**src/rtl/uirq_pkg.sv**
```systemverilog
// uirq_pkg: register map, field positions, reset values and counts
// assumes one 10 MHz clock and a classic wishbone slave port
package uirq_pkg;
   // clock
   localparam int unsigned CLK_HZ        = 10_000_000;
   // register byte addresses
   localparam logic [7:0]  ADR_DATA      = 8'h00;
   localparam logic [7:0]  ADR_IER       = 8'h04;
   localparam logic [7:0]  ADR_IIR_FCR   = 8'h08;
   localparam logic [7:0]  ADR_MCR       = 8'h10;
   localparam logic [7:0]  ADR_LSR       = 8'h14;
   localparam logic [7:0]  ADR_DIV       = 8'h18;
   localparam logic [7:0]  ADR_LPDIV_LO  = 8'h1C;
   localparam logic [7:0]  ADR_LPDIV_HI  = 8'h20;
   // field positions
   localparam int          MCR_SIR_BIT   = 6;
   localparam int          IER_RDA_BIT   = 0;
   localparam int          IER_TRANSMIT_HOLDING_EMPTY_BIT  = 1;
   localparam int          IER_RLS_BIT   = 2;
   localparam int          IER_PTHRE_BIT = 7;
   localparam int          FCR_EN_BIT    = 0;
   localparam int          FCR_RXCLR_BIT = 1;
   localparam int          FCR_TXCLR_BIT = 2;
   localparam int          FCR_THR_LO    = 4;
   localparam int          FCR_TRG_LO    = 6;
   // values after reset
   localparam logic [7:0]  IER_RST       = 8'h00;
   localparam logic [7:0]  MCR_RST       = 8'h00;
   localparam logic [15:0] DIV_RST       = 16'h0001;
   localparam logic [15:0] LPDIV_RST     = 16'h0000;
   // bit timing in baud ticks
   localparam logic [3:0]  BIT_LAST      = 4'hF;
   localparam logic [3:0]  MID_TICK      = 4'h7;
   localparam logic [3:0]  PULSE_TICKS   = 4'h3;
   localparam logic [3:0]  STOP_IDX      = 4'h9;
   localparam int          CHAR_BITS     = 10;
   localparam int          TOUT_CHARS    = 4;
   localparam logic [9:0]  TOUT_TICKS    = 10'(TOUT_CHARS * CHAR_BITS * 16);
   // identification codes
   localparam logic [3:0]  IIR_NONE      = 4'h1;
   localparam logic [3:0]  IIR_RLS       = 4'h6;
   localparam logic [3:0]  IIR_RDA       = 4'h4;
   localparam logic [3:0]  IIR_TOUT      = 4'hC;
   localparam logic [3:0]  IIR_TRANSMIT_HOLDING_EMPTY      = 4'h2;

   typedef struct packed {
      logic rx_err;
      logic temt;
      logic transmit_holding_empty;
      logic bi;
      logic fe;
      logic pe;
      logic oe;
      logic dr;
   } uirq_lsr_t;

   typedef enum logic {RX_IDLE, RX_RUN} uirq_rx_st_t;
   typedef enum logic {TX_IDLE, TX_RUN} uirq_tx_st_t;
endpackage

```
**src/rtl/uirq_core.sv**
```systemverilog
// uirq_core: serial port with infrared pulse mode, fifos and prioritized interrupt id
// assumes classic wishbone master on clk_i; line pins are asynchronous to clk_i
//
// Contract
// (RQ1) infrared mode follows modem control bit 6, only when infrared support is built
// (RQ2) infrared mode uses the active-low infrared out and infrared in pins
// (RQ3) infrared zero bits, start included, send one pulse; one bits send none
// (RQ4) each infrared pulse lasts three baud ticks, 3/16 of a bit
// (RQ5) low on infrared input is a received pulse and decodes as zero
// (RQ6) low-power receive catches short pulses using the low-power divisor
// (RQ7) low-power divisor sets the sampling period, hence the least detectable pulse
// (RQ8) infrared mode otherwise normal but half-duplex only; a receive start and a transmit load in one cycle both proceed
// (RQ9) software waits at least 10 ms between sending and receiving in infrared
// (RQ10) line and register logic kept apart; pins synchronised before use
// (RQ11) serial clock kept within four times the bus clock
// (RQ12) new register values act within eight cycles; software waits that long
// (RQ13) interrupt out when any enabled source active; id 0001 when none
// (RQ14) line status id 0110 on overrun, parity, framing, break; cleared by status read
// (RQ15) data available id 0100 at trigger level or data present; clears below
// (RQ16) fifo mode timeout id 1100 after four idle char times with data
// (RQ17) transmit empty id 0010; cleared by id read, holding write or above threshold
// (RQ18) programmable threshold mode enabled by interrupt enable bit 7
// (RQ19) threshold from fifo control bits 5:4: empty, 2, quarter, half
// (RQ20) in threshold mode line status bit 5 shows transmit fifo full
// (RQ21) fifos off disables threshold mode; bit 5 and interrupt then show empty
// (RQ22) sixteen baud ticks per bit; receiver samples near bit middle
// (RQ23) characters are start, eight data bits, one stop, no parity
// (RQ24) id reports highest-priority source; lower ones stay pending
//
// The implementer's own choices: the Wishbone interface to the registers and the placing of the registers.
`timescale 1ns/1ns
`default_nettype none
module uirq_core
   import uirq_pkg::*;
#(
   parameter bit SIR_EN   = 1'b1,
   parameter bit PTHRE_EN = 1'b1,
   parameter int DEPTH    = 16
) (
   // clock and reset
   input  wire logic        clk_i,
   input  wire logic        rst_i,
   input  wire logic        ce_i,
   // wishbone slave
   input  wire logic        cyc_i,
   input  wire logic        stb_i,
   input  wire logic        we_i,
   input  wire logic [7:0]  adr_i,
   input  wire logic [3:0]  sel_i,
   input  wire logic [31:0] dat_i,
   output logic      [31:0] dat_o,
   output logic             ack_o,
   // serial and infrared line
   input  wire logic        ser_in_i,
   output logic             ser_out_o,
   input  wire logic        sir_in_i,
   output logic             sir_out_n_o,
   // interrupt
   output logic             intr_o
);
   localparam int         AW       = $clog2(DEPTH);
   localparam logic [AW:0] FULL_CNT = (AW+1)'(DEPTH);

   if (DEPTH < 8 || (DEPTH & (DEPTH - 1)) != 0) begin : g_chk
      $error("DEPTH must be a power of two of at least 8");
   end

   function automatic logic [AW:0] thr_map(input logic [1:0] s);
      case (s)
         2'b00:   thr_map = '0;
         2'b01:   thr_map = (AW+1)'(2);
         2'b10:   thr_map = (AW+1)'(DEPTH / 4);
         default: thr_map = (AW+1)'(DEPTH / 2);
      endcase
   endfunction

   function automatic logic [AW:0] trg_map(input logic [1:0] s);
      case (s)
         2'b00:   trg_map = (AW+1)'(1);
         2'b01:   trg_map = (AW+1)'(DEPTH / 4);
         2'b10:   trg_map = (AW+1)'(DEPTH / 2);
         default: trg_map = (AW+1)'(DEPTH - 2);
      endcase
   endfunction

   // registers
   logic [7:0]  ier_q, mcr_q, rx_sh_q;
   logic [15:0] div_q, lpdiv_q, bcnt_q, lcnt_q;
   logic        fen_q, oe_q, fe_q, bi_q, transmit_holding_empty_pend_q, transmit_holding_empty_cond_q, ack_q, intr_q;
   logic [1:0]  trg_q, thr_q, s1_q, s2_q;
   logic [31:0] dat_q;
   logic [7:0]  rx_mem [DEPTH];
   logic [7:0]  tx_mem [DEPTH];
   logic [AW:0] rx_wp_q, rx_rp_q, tx_wp_q, tx_rp_q;
   uirq_rx_st_t rx_st_q;
   uirq_tx_st_t tx_st_q;
   logic [3:0]  rx_tcnt_q, rx_bit_q, tx_tcnt_q, tx_bit_q;
   logic        rx_low_q, rx_mid_q, sout_q, sirn_q;
   logic [9:0]  tx_sh_q, tout_q;

   // bus decode
   wire        req      = cyc_i & stb_i & ~ack_q;
   wire        wr       = req & we_i & sel_i[0];
   wire        rd       = req & ~we_i;
   wire        hit_data = adr_i == ADR_DATA;
   wire        hit_ier  = adr_i == ADR_IER;
   wire        hit_iir  = adr_i == ADR_IIR_FCR;
   wire        hit_mcr  = adr_i == ADR_MCR;
   wire        hit_lsr  = adr_i == ADR_LSR;
   wire        hit_div  = adr_i == ADR_DIV;
   wire        hit_lplo = adr_i == ADR_LPDIV_LO;
   wire        hit_lphi = adr_i == ADR_LPDIV_HI;
   wire        fcr_wr   = wr & hit_iir;

   // mode and ticks
   wire        ir_on    = SIR_EN & mcr_q[MCR_SIR_BIT];                        // [RQ1]
   wire        btick    = ce_i & (bcnt_q == 16'h0000);
   wire        ltick    = ce_i & (lcnt_q == 16'h0000);
   wire        lp_on    = ir_on & (lpdiv_q != 16'h0000);                      // [RQ6]
   wire        smp_ev   = lp_on ? ltick : btick;                              // [RQ7]
   wire        rx_line  = ir_on ? s2_q[1] : s2_q[0];                          // [RQ2] [RQ5]

   // fifo levels
   wire [AW:0] rx_cnt   = rx_wp_q - rx_rp_q;
   wire [AW:0] tx_cnt   = tx_wp_q - tx_rp_q;
   wire        rx_full  = fen_q ? (rx_cnt == FULL_CNT) : (rx_cnt != '0);
   wire        tx_full  = fen_q ? (tx_cnt == FULL_CNT) : (tx_cnt != '0);
   wire        rx_empty = rx_cnt == '0;
   wire        tx_empty = tx_cnt == '0;
   wire        rx_clr   = fcr_wr & (dat_i[FCR_RXCLR_BIT] | (dat_i[FCR_EN_BIT] != fen_q));
   wire        tx_clr   = fcr_wr & (dat_i[FCR_TXCLR_BIT] | (dat_i[FCR_EN_BIT] != fen_q));

   // receiver bit decisions
   wire        rx_run   = rx_st_q == RX_RUN;
   wire        tx_run   = tx_st_q == TX_RUN;
   wire        rx_blind = ir_on & tx_run;                                     // [RQ8]
   wire        rx_start = ~rx_run & ~rx_blind & ~rx_line & (ir_on ? smp_ev : btick);
   wire        rx_end   = rx_run & btick & (rx_tcnt_q == BIT_LAST);
   wire        rx_bitv  = ir_on ? ~rx_low_q : rx_mid_q;                       // [RQ5] [RQ22]
   wire        rx_stop  = rx_end & (rx_bit_q == STOP_IDX);                    // [RQ23]
   wire        rx_push  = rx_stop & ~rx_full;
   wire        rx_ovr   = rx_stop & rx_full;
   wire        rx_pop   = rd & hit_data & ~rx_empty;

   // transmitter
   wire        tx_push  = wr & hit_data & ~tx_full;
   wire        tx_load  = ~tx_run & btick & ~tx_empty & ~(ir_on & rx_run);   // [RQ8]
   wire        tx_end   = tx_run & btick & (tx_tcnt_q == BIT_LAST) & (tx_bit_q == STOP_IDX);
   wire        pulse    = ir_on & tx_run & ~tx_sh_q[0] & (tx_tcnt_q < PULSE_TICKS); // [RQ3] [RQ4]

   // interrupt sources
   wire        prog     = PTHRE_EN & ier_q[IER_PTHRE_BIT] & fen_q;            // [RQ18] [RQ21]
   wire        transmit_holding_empty_c   = prog ? (tx_cnt <= thr_map(thr_q)) : tx_empty;       // [RQ19] [RQ21]
   wire        ls_pend  = oe_q | fe_q | bi_q;                                 // [RQ14]
   wire        rda      = fen_q ? (rx_cnt >= trg_map(trg_q)) : ~rx_empty;     // [RQ15]
   wire        to_act   = fen_q & ~rx_empty & (tout_q == TOUT_TICKS);         // [RQ16]
   wire [3:0]  iir_id   = (ier_q[IER_RLS_BIT] & ls_pend)     ? IIR_RLS  :     // [RQ24]
                          (ier_q[IER_RDA_BIT] & rda)         ? IIR_RDA  :
                          (ier_q[IER_RDA_BIT] & to_act)      ? IIR_TOUT :
                          (ier_q[IER_TRANSMIT_HOLDING_EMPTY_BIT] & transmit_holding_empty_pend_q) ? IIR_TRANSMIT_HOLDING_EMPTY : IIR_NONE; // [RQ13]
   wire        ier_transmit_holding_empty_on = wr & hit_ier & dat_i[IER_TRANSMIT_HOLDING_EMPTY_BIT] & ~ier_q[IER_TRANSMIT_HOLDING_EMPTY_BIT];
   wire        transmit_holding_empty_set = (transmit_holding_empty_c & ~transmit_holding_empty_cond_q) | (ier_transmit_holding_empty_on & transmit_holding_empty_c);
   wire        transmit_holding_empty_clr = (rd & hit_iir & (iir_id == IIR_TRANSMIT_HOLDING_EMPTY))               // [RQ17]
                          | (wr & hit_data & ~prog) | ~transmit_holding_empty_c;
   wire        lsr_rd   = rd & hit_lsr;

   uirq_lsr_t lsr_v;
   assign lsr_v.dr     = ~rx_empty;
   assign lsr_v.oe     = oe_q;
   assign lsr_v.pe     = 1'b0;
   assign lsr_v.fe     = fe_q;
   assign lsr_v.bi     = bi_q;
   assign lsr_v.transmit_holding_empty   = prog ? tx_full : tx_empty;                           // [RQ20] [RQ21]
   assign lsr_v.temt   = tx_empty & ~tx_run;
   assign lsr_v.rx_err = 1'b0;

   wire [7:0]  rbr_v = rx_empty ? 8'h00 : rx_mem[rx_rp_q[AW-1:0]];
   wire [31:0] rd_v  = hit_data ? {24'h000000, rbr_v} :
                       hit_ier  ? {24'h000000, ier_q} :
                       hit_iir  ? {24'h000000, fen_q, fen_q, 2'b00, iir_id} :
                       hit_mcr  ? {24'h000000, mcr_q} :
                       hit_lsr  ? {24'h000000, lsr_v} :
                       hit_div  ? {16'h0000, div_q} :
                       hit_lplo ? {24'h000000, lpdiv_q[7:0]} :
                       hit_lphi ? {24'h000000, lpdiv_q[15:8]} : 32'h00000000;

   // bus slave and control registers, applied at once
   always_ff @(posedge clk_i) begin                                          // [RQ12]
      if (rst_i) begin
         ack_q   <= 1'b0;
         dat_q   <= 32'h00000000;
         ier_q   <= IER_RST;
         mcr_q   <= MCR_RST;
         div_q   <= DIV_RST;
         lpdiv_q <= LPDIV_RST;
         fen_q   <= 1'b0;
         trg_q   <= 2'b00;
         thr_q   <= 2'b00;
      end else if (ce_i) begin
         ack_q <= req;
         dat_q <= rd ? rd_v : 32'h00000000;
         if (wr & hit_ier)  ier_q <= dat_i[7:0];
         if (wr & hit_mcr)  mcr_q <= dat_i[7:0];
         if (wr & hit_lplo) lpdiv_q[7:0]  <= dat_i[7:0];
         if (wr & hit_lphi) lpdiv_q[15:8] <= dat_i[7:0];
         if (wr & hit_div)  div_q[7:0]    <= dat_i[7:0];
         if (req & we_i & hit_div & sel_i[1]) div_q[15:8] <= dat_i[15:8];
         if (fcr_wr) begin
            fen_q <= dat_i[FCR_EN_BIT];
            trg_q <= dat_i[FCR_TRG_LO +: 2];
            thr_q <= dat_i[FCR_THR_LO +: 2];
         end
      end
   end

   // line status flags, interrupt state; set wins over clear
   always_ff @(posedge clk_i) begin
      if (rst_i) begin
         oe_q        <= 1'b0;
         fe_q        <= 1'b0;
         bi_q        <= 1'b0;
         transmit_holding_empty_pend_q <= 1'b0;
         transmit_holding_empty_cond_q <= 1'b1;
         tout_q      <= 10'h000;
         intr_q      <= 1'b0;
      end else if (ce_i) begin
         oe_q        <= rx_ovr | (oe_q & ~lsr_rd);                            // [RQ14]
         fe_q        <= (rx_stop & ~rx_bitv) | (fe_q & ~lsr_rd);
         bi_q        <= (rx_stop & ~rx_bitv & (rx_sh_q == 8'h00)) | (bi_q & ~lsr_rd);
         transmit_holding_empty_pend_q <= transmit_holding_empty_set | (transmit_holding_empty_pend_q & ~transmit_holding_empty_clr);                // [RQ17]
         transmit_holding_empty_cond_q <= transmit_holding_empty_c;
         if (rx_push | rx_pop | rx_empty | rx_clr) tout_q <= 10'h000;         // [RQ16]
         else if (btick & (tout_q != TOUT_TICKS)) tout_q <= tout_q + 10'h001;
         intr_q      <= iir_id != IIR_NONE;                                   // [RQ13]
      end
   end

   // baud and low-power tick dividers
   always_ff @(posedge clk_i) begin
      if (rst_i) begin
         bcnt_q <= 16'h0000;
         lcnt_q <= 16'h0000;
      end else if (ce_i) begin
         bcnt_q <= (bcnt_q == 16'h0000) ? ((div_q == 16'h0000) ? 16'h0000 : div_q - 16'h0001)
                                        : bcnt_q - 16'h0001;
         lcnt_q <= (lcnt_q == 16'h0000) ? ((lpdiv_q == 16'h0000) ? 16'h0000
                                                                 : lpdiv_q - 16'h0001)
                                        : lcnt_q - 16'h0001;                  // [RQ7]
      end
   end

   // pin synchronisers: bit 1 infrared in, bit 0 serial in
   always_ff @(posedge clk_i) begin                                          // [RQ10]
      if (rst_i) begin
         s1_q <= 2'b11;
         s2_q <= 2'b11;
      end else if (ce_i) begin
         s1_q <= {sir_in_i, ser_in_i};
         s2_q <= s1_q;
      end
   end

   // receiver
   always_ff @(posedge clk_i) begin
      if (rst_i) begin
         rx_st_q   <= RX_IDLE;
         rx_tcnt_q <= 4'h0;
         rx_bit_q  <= 4'h0;
         rx_sh_q   <= 8'h00;
         rx_low_q  <= 1'b0;
         rx_mid_q  <= 1'b1;
      end else if (ce_i) begin
         case (rx_st_q)
            RX_IDLE: begin
               if (rx_start) begin
                  rx_st_q   <= RX_RUN;
                  rx_tcnt_q <= 4'h0;
                  rx_bit_q  <= 4'h0;
                  rx_low_q  <= 1'b1;
               end
            end
            RX_RUN: begin
               if (rx_end) rx_low_q <= smp_ev & ~rx_line;
               else if (smp_ev & ~rx_line) rx_low_q <= 1'b1;                  // [RQ5] [RQ6]
               if (btick) begin
                  rx_tcnt_q <= rx_tcnt_q + 4'h1;                              // [RQ22]
                  if (rx_tcnt_q == MID_TICK) rx_mid_q <= rx_line;
               end
               if (rx_end) begin
                  rx_bit_q <= rx_bit_q + 4'h1;
                  if (rx_bit_q == 4'h0 && rx_bitv) rx_st_q <= RX_IDLE;
                  else if (rx_bit_q == STOP_IDX) rx_st_q <= RX_IDLE;
                  else rx_sh_q <= {rx_bitv, rx_sh_q[7:1]};                    // [RQ23]
               end
            end
            default: rx_st_q <= RX_IDLE;
         endcase
      end
   end

   // receive fifo
   always_ff @(posedge clk_i) begin
      if (rst_i) begin
         rx_wp_q <= '0;
         rx_rp_q <= '0;
      end else if (ce_i) begin
         if (rx_clr) begin
            rx_wp_q <= '0;
            rx_rp_q <= '0;
         end else begin
            if (rx_push) begin
               rx_mem[rx_wp_q[AW-1:0]] <= rx_sh_q;
               rx_wp_q <= rx_wp_q + 1'b1;
            end
            if (rx_pop) rx_rp_q <= rx_rp_q + 1'b1;                            // [RQ15]
         end
      end
   end

   // transmit fifo
   always_ff @(posedge clk_i) begin
      if (rst_i) begin
         tx_wp_q <= '0;
         tx_rp_q <= '0;
      end else if (ce_i) begin
         if (tx_clr) begin
            tx_wp_q <= '0;
            tx_rp_q <= '0;
         end else begin
            if (tx_push) begin
               tx_mem[tx_wp_q[AW-1:0]] <= dat_i[7:0];
               tx_wp_q <= tx_wp_q + 1'b1;
            end
            if (tx_load) tx_rp_q <= tx_rp_q + 1'b1;
         end
      end
   end

   // transmitter, fixed eight data bits and one stop bit
   always_ff @(posedge clk_i) begin
      if (rst_i) begin
         tx_st_q   <= TX_IDLE;
         tx_tcnt_q <= 4'h0;
         tx_bit_q  <= 4'h0;
         tx_sh_q   <= 10'h3FF;
      end else if (ce_i) begin
         case (tx_st_q)
            TX_IDLE: begin
               if (tx_load) begin
                  tx_st_q   <= TX_RUN;
                  tx_tcnt_q <= 4'h0;
                  tx_bit_q  <= 4'h0;
                  tx_sh_q   <= {1'b1, tx_mem[tx_rp_q[AW-1:0]], 1'b0};        // [RQ23]
               end
            end
            TX_RUN: begin
               if (btick) begin
                  tx_tcnt_q <= tx_tcnt_q + 4'h1;                              // [RQ22]
                  if (tx_tcnt_q == BIT_LAST) begin
                     tx_bit_q <= tx_bit_q + 4'h1;
                     tx_sh_q  <= {1'b1, tx_sh_q[9:1]};
                  end
               end
               if (tx_end) tx_st_q <= TX_IDLE;
            end
            default: tx_st_q <= TX_IDLE;
         endcase
      end
   end

   // line outputs
   always_ff @(posedge clk_i) begin
      if (rst_i) begin
         sout_q <= 1'b1;
         sirn_q <= 1'b1;
      end else if (ce_i) begin
         sout_q <= ir_on | ~tx_run | tx_sh_q[0];                              // [RQ2]
         sirn_q <= ~pulse;                                                    // [RQ3] [RQ4]
      end
   end

   assign dat_o       = dat_q;
   assign ack_o       = ack_q;
   assign ser_out_o   = sout_q;
   assign sir_out_n_o = sirn_q;
   assign intr_o      = intr_q;

   // checks
   property p_ir_off_quiet;
      @(posedge clk_i) disable iff (rst_i) (ce_i & ~ir_on) |=> sir_out_n_o;
   endproperty
   a_ir_off_quiet: assert property (p_ir_off_quiet) else $error("pulse while infrared off"); // [RQ1]

   property p_ser_idle_ir;
      @(posedge clk_i) disable iff (rst_i) (ce_i & ir_on) |=> ser_out_o;
   endproperty
   a_ser_idle_ir: assert property (p_ser_idle_ir) else $error("serial out active in infrared"); // [RQ2]

   property p_pulse_cause;
      @(posedge clk_i) disable iff (rst_i)
         $fell(sir_out_n_o) |-> $past(tx_tcnt_q) == 4'h0 && !$past(tx_sh_q[0]);
   endproperty
   a_pulse_cause: assert property (p_pulse_cause) else $error("pulse not at zero bit start"); // [RQ3]

   property p_pulse_width;
      @(posedge clk_i) disable iff (rst_i) !sir_out_n_o |-> $past(tx_tcnt_q) < PULSE_TICKS;
   endproperty
   a_pulse_width: assert property (p_pulse_width) else $error("pulse too long"); // [RQ4]

   property p_half_duplex;
      @(posedge clk_i) disable iff (rst_i) (ir_on & rx_run & ~tx_run) |=> ~tx_run;
   endproperty
   a_half_duplex: assert property (p_half_duplex) else $error("send during receive"); // [RQ8]

   property p_intr_follows;
      @(posedge clk_i) disable iff (rst_i)
         (ce_i && iir_id == IIR_NONE) ##1 ce_i |-> ##1 !intr_o || $past(iir_id) != IIR_NONE;
   endproperty
   a_intr_follows: assert property (p_intr_follows) else $error("interrupt with none pending"); // [RQ13]

   property p_ls_clear;
      @(posedge clk_i) disable iff (rst_i) (ce_i & lsr_rd & ~rx_stop) |=> !oe_q && !fe_q;
   endproperty
   a_ls_clear: assert property (p_ls_clear) else $error("status read did not clear"); // [RQ14]

   property p_priority;
      @(posedge clk_i) disable iff (rst_i) (ier_q[IER_RLS_BIT] & ls_pend) |-> iir_id == IIR_RLS;
   endproperty
   a_priority: assert property (p_priority) else $error("wrong id priority"); // [RQ24]

   property p_transmit_holding_empty_write;
      @(posedge clk_i) disable iff (rst_i)
         (ce_i & wr & hit_data & ~prog & ~transmit_holding_empty_set) |=> !transmit_holding_empty_pend_q;
   endproperty
   a_transmit_holding_empty_write: assert property (p_transmit_holding_empty_write) else $error("holding write kept empty flag"); // [RQ17]

   property p_lsr5_full;
      @(posedge clk_i) disable iff (rst_i) (prog & tx_full) |-> lsr_v.transmit_holding_empty;
   endproperty
   a_lsr5_full: assert property (p_lsr5_full) else $error("bit 5 not full indication"); // [RQ20]

   property p_tout_fifo;
      @(posedge clk_i) disable iff (rst_i) to_act |-> fen_q && !rx_empty;
   endproperty
   a_tout_fifo: assert property (p_tout_fifo) else $error("timeout outside fifo mode"); // [RQ16]

   c_ir_pulse: cover property (@(posedge clk_i) disable iff (rst_i) $fell(sir_out_n_o));
   c_rx_push:  cover property (@(posedge clk_i) disable iff (rst_i) rx_push);
   c_transmit_holding_empty_id:  cover property (@(posedge clk_i) disable iff (rst_i) iir_id == IIR_TRANSMIT_HOLDING_EMPTY);
endmodule
`default_nettype wire

```
**config.mk**
```make
export PLATFORM = sky130hd
export DESIGN_NAME = uirq_core
export DESIGN_NICKNAME = d
export VERILOG_FILES = /design/src/rtl/uirq_pkg.sv /design/src/rtl/uirq_core.sv
export SDC_FILE = /design/constraint.sdc
export NUM_CORES = 1
export LEC_CHECK = 0
export BUFFER_PORTS_ARGS = -buffer_cell sky130_fd_sc_hd__buf_2
export CORE_MARGIN = 2
export CORE_UTILIZATION = 35
export DETAILED_ROUTE_END_ITERATION = 12
export RECOVER_POWER = 100
export SYNTH_ARGS = -nofsm -noshare
export SYNTH_HDL_FRONTEND = slang
export SYNTH_SLANG_ARGS = --single-unit
export TNS_END_PERCENT = 50
```
**constraint.sdc**
```tcl
create_clock -name clk_i -period 3.85 [get_ports clk_i]
set_input_delay 0.1925 -clock clk_i [delete_from_list [all_inputs] [get_ports clk_i]]
set_output_delay 0.1925 -clock clk_i [all_outputs]
set_load 0.005 [all_outputs]
```
==> summary.md <==
| Metric | Value |
|---|---|
| Sequential area share after synthesis | 56.0% |
| Final WL | 50100 um |
| CP Data Required Time | 4.08 ns |
| Final ANT Viol Nets | 0 |
| Synthesized area per cell | 12.1 um^2 |
| Initial core utilization | 35.4% |
| Critical-path top delay cell | and3_1 |
| Drt first-iter violations | 1019 |
| Slew margin rel. | -17.0% |
| Grt ovf | 0 |
| Post-cts gate resize count | 0 |
| Clock Latency Late Sink | 0.60 ns |
| Portion of total power attributed to sequential cells | 47.0% |
| Setup TNS Final | 0 ns |
| CP arrival | 3.77 ns |
| Cell Int Power | 8180 uW |
| Pwr/cell area | 486 nW/um^2 |
| Mapped Cells | 1691 |
| HP Class | in2reg |
| Status | finished with violations |
| Synth-to-layout area growth | 12.7% |
| Unrepaired setup endpoints after global routing | false |
| Synthesized cell area | 20500 um^2 |
| Number of synthesized register bits | 445 |
| Synth warn | 0 |
| Die Y | 246 um |
| Fill cells | 5433 |
| Ys flop type | edfxtp_1 |
| Fmax | 283 MHz |
| Least-Margin Pin Slew | 1.76 ns |
| DRC | 0 |
| Final Power | 11200 uW |
| Asr flop ratio synth | 0% |
| First-pass GRT wire length | 78300 um |
| CTS H-tree lvls | 2 |
| Vias per Instance | 5.37 |
| Layout cells sized above 1 | 12.6% |
| Unique masters post-synth | 89 |
| Most Frequent Cell on Critical Path | inv_1 |
| Root Driver | clkbuf_16 |
| Io pins | 88 |
| Setup Crit Path Kind | reg2reg |
| Final #Nets | 1861 |
| Comb power frac | 13.6% |
| Synth area leaders | edfxtp_1 38%, dfxtp_1 18%, mux4_2 8.8% |
| Vias in the first global route | 13500 |
| Die area | 60500 um^2 |
| Largest net degree at the start of global routing | 84 |
| Crit start category | register |
| Hpwl dp | 34000 um |
| DR WL/cell | 19.5 um |
| Initial antenna violation count | 2 |
| Max Cap Viol | 2 |
| Post-CTS Setup Repair Bufs | 0 |
| I/O Buffers | 53 |
| Final clock skew | 0.0282 ns |
| Tmin final | 3.54 ns |
| CP Buf/Inv Count | 3 |
| Switch share | 27.1% |
| Switch Pwr | 3050 uW |
| Fin. max-slew vios | 156 |
| Core region area | 57800 um^2 |
| CTS Sinks | 445 |
| Number of synthesized flops with an enable pin | 256 |
| Violated checks | capacitance limit, slew limit |
| CTS tree | built |
| Synth area leader | edfxtp_1 |
| FP Rows | 88 |
| Leak Pwr | 0.00818 uW |
| Routability cong. | 0.850 |
| Gr usage total | 16.6% |
| Final period util | 91.9% |
| Crit path cell chain | inv_1, ha_1, inv_1, fa_1, xor2_1, nand3b_1, or4_1, a21o_1, a211oi_1, buf_4, and3_1 |
| CP Max Fanout | 21 |
| Final Hold Vio Count | 0 |
| Critical path endpoint category | register |
| Clk pwr share | 39.4% |
| DR vias | 13800 |
| Max clock buf depth | 3 |
| CTS Buf Count | 48 |
| Final Setup Violations | 0 |
| Crit path largest cell delay | 0.49 ns |
| Delay-heaviest family, CP | simple AND/OR/NAND/NOR gates |
| Clock-pin slew on the worst setup and hold paths | 0.06 ns |
| Post-synth top area share | 37.5% |
| Worst VDD drop | 369 uV |
| Chip width | 246 um |
| TritonRoute pass-1 iters | 5 |
[layout by cell type (no fill, tap or decap), types with 7 or more instances in the layout]
cell,count
clkbuf_16,49
inv_1,43
or4_1,16
xor2_1,25
nor2b_1,18
o211ai_1,7
mux2i_1,90
clkbuf_1,50
nand3b_1,11
nand4_1,22
buf_2,24
edfxtp_1,256
conb_1,16
nand3_1,44
a22oi_1,21
nor4_1,18
dlygate4sd3_1,10
o21ai_0,63
nor2_1,188
nor3_1,44
xnor2_1,26
clkinv_1,10
clkbuf_2,17
ha_1,39
o31ai_1,11
dfxtp_1,187
nand2b_1,7
o22ai_1,8
mux4_2,80
nand2_1,113
buf_4,15
or3_1,12
and3_1,25
a211oi_1,16
a21oi_1,87
[repair_timing]
action / CTS / global route
hold buffers: 10 / 0
endpoints found under the setup margin: 0 / 0
endpoints found under the hold margin: 10 / 0
[worst reg2reg max path: cells and delay by family, from the launching register on]
family / cells / cell delay (ns)
AOI/OAI and AO/OA: 2 / 0.47
xor gates and xnor gates: 1 / 0.21
adders and majority gates: 2 / 0.58
buffers and inverters: 3 / 0.45
DFF: 1 / 0.35
and+or+nand+nor: 3 / 1.12
[final timing paths]
path	from	end	slack, ns	depth (start not counted)
setup / recovery	tx_wp_q[0]	tx_mem[5][3]	0.31	11
hold / removal	we_i	transmit_holding_empty_pend_q	0.04	3
setup reg to reg	tx_wp_q[0]	tx_mem[5][3]	0.31	11
hold reg to reg	lcnt_q[6]	lcnt_q[6]	0.45	2
[through the flow]
| step | hold WS, ns | std cells | util (%) | setup WS (ns) | cell area (um^2) |
|---|---|---|---|---|---|
| after floorplan | 0.291 | 1706 | - | 0.237 | 20500 |
| after global placement | 0.415 | 2473 | 37.5 | 0.427 | 21700 |
| after detailed placement | 0.420 | 2473 | 37.5 | 0.392 | 21700 |
| after CTS | 0.0143 | 2566 | 40.2 | 0.357 | 23300 |
| after global routing | 0.0541 | 2566 | 39.9 | 0.0972 | 23100 |
| final | 0.0357 | 2567 | 39.9 | 0.311 | 23100 |
[cell type report]
class	instances	area [um^2]	share of cell area, %
inverters	45	169	0.732
clock inverters	22	224	0.970
repair buffers	105	581	2.51
multi-input cells	1123	8410	36.4
diodes	1	2.50	0.0108
well taps	765	957	4.15
clock buffers	61	1270	5.51
flip-flops and latches	445	11500	49.7
[kinds of logic (layout without fill, tap and decap cells)]
family	count (synthesis)	after routing	synth area share, %
compound gates	277	277	8.74
simple gates	564	564	14.1
xor+xnor	51	51	2.18
flops	445	445	56.0
buf+inv	138	233	3.00
mux	174	174	13.4
other cells	1	17	0.0183
fa+ha+maj	41	41	2.58
[power groups by stage]
stage	clock network [uW]	logic [uW]	registers, uW
4_1_cts	4540	1540	5280
3_3_place_gp	0	1510	5370
5_1_grt	4710	1710	5300
6_report	4420	1520	5280
2_1_floorplan	0	1190	5340
3_5_place_dp	0	1530	5380
[flip-flops by register name, summed over array words and instances, names as in the netlist, 8 cells and up, named ones only]
register  flops
rx_mem      128
tx_mem      128
bcnt_q       16
dat_o        16
div_q        16
lcnt_q       16
lpdiv_q      16
tout_q       10
tx_sh_q       9
ier_q         8
mcr_q         8
rx_sh_q       8
[per-layer routing]
metal  track usage (%)  wire length [um]  vias up
li1                  -                 -     6512
met1              22.6             22300     6815
met2              27.0             23700      363
met3              2.95              2720       82
met4              4.99              1370        2
met5                 0                11        -
[cells in the mapped netlist, types with 5 or more instances]
cell	count
edfxtp_1	256
dfxtp_1	189
nor2_1	187
nand2_1	113
mux2i_1	90
a21oi_1	87
mux4_2	80
o21ai_0	62
clkbuf_1	52
nand3_1	44
inv_1	43
nor3_1	43
ha_1	39
xnor2_1	26
and3_1	25
xor2_1	25
nand4_1	22
a22oi_1	21
nor2b_1	18
nor4_1	18
buf_4	17
a211oi_1	15
buf_2	14
or4_1	13
or3_1	12
nand3b_1	11
o31ai_1	11
o22ai_1	8
and2_1	7
buf_1	7
nand2b_1	7
o211ai_1	7
a21o_1	6
a221oi_1	6
or2_2	6
a22o_1	5
a31oi_1	5
nor4b_1	5
No activity file was read; power rests on OpenSTA's default activity.
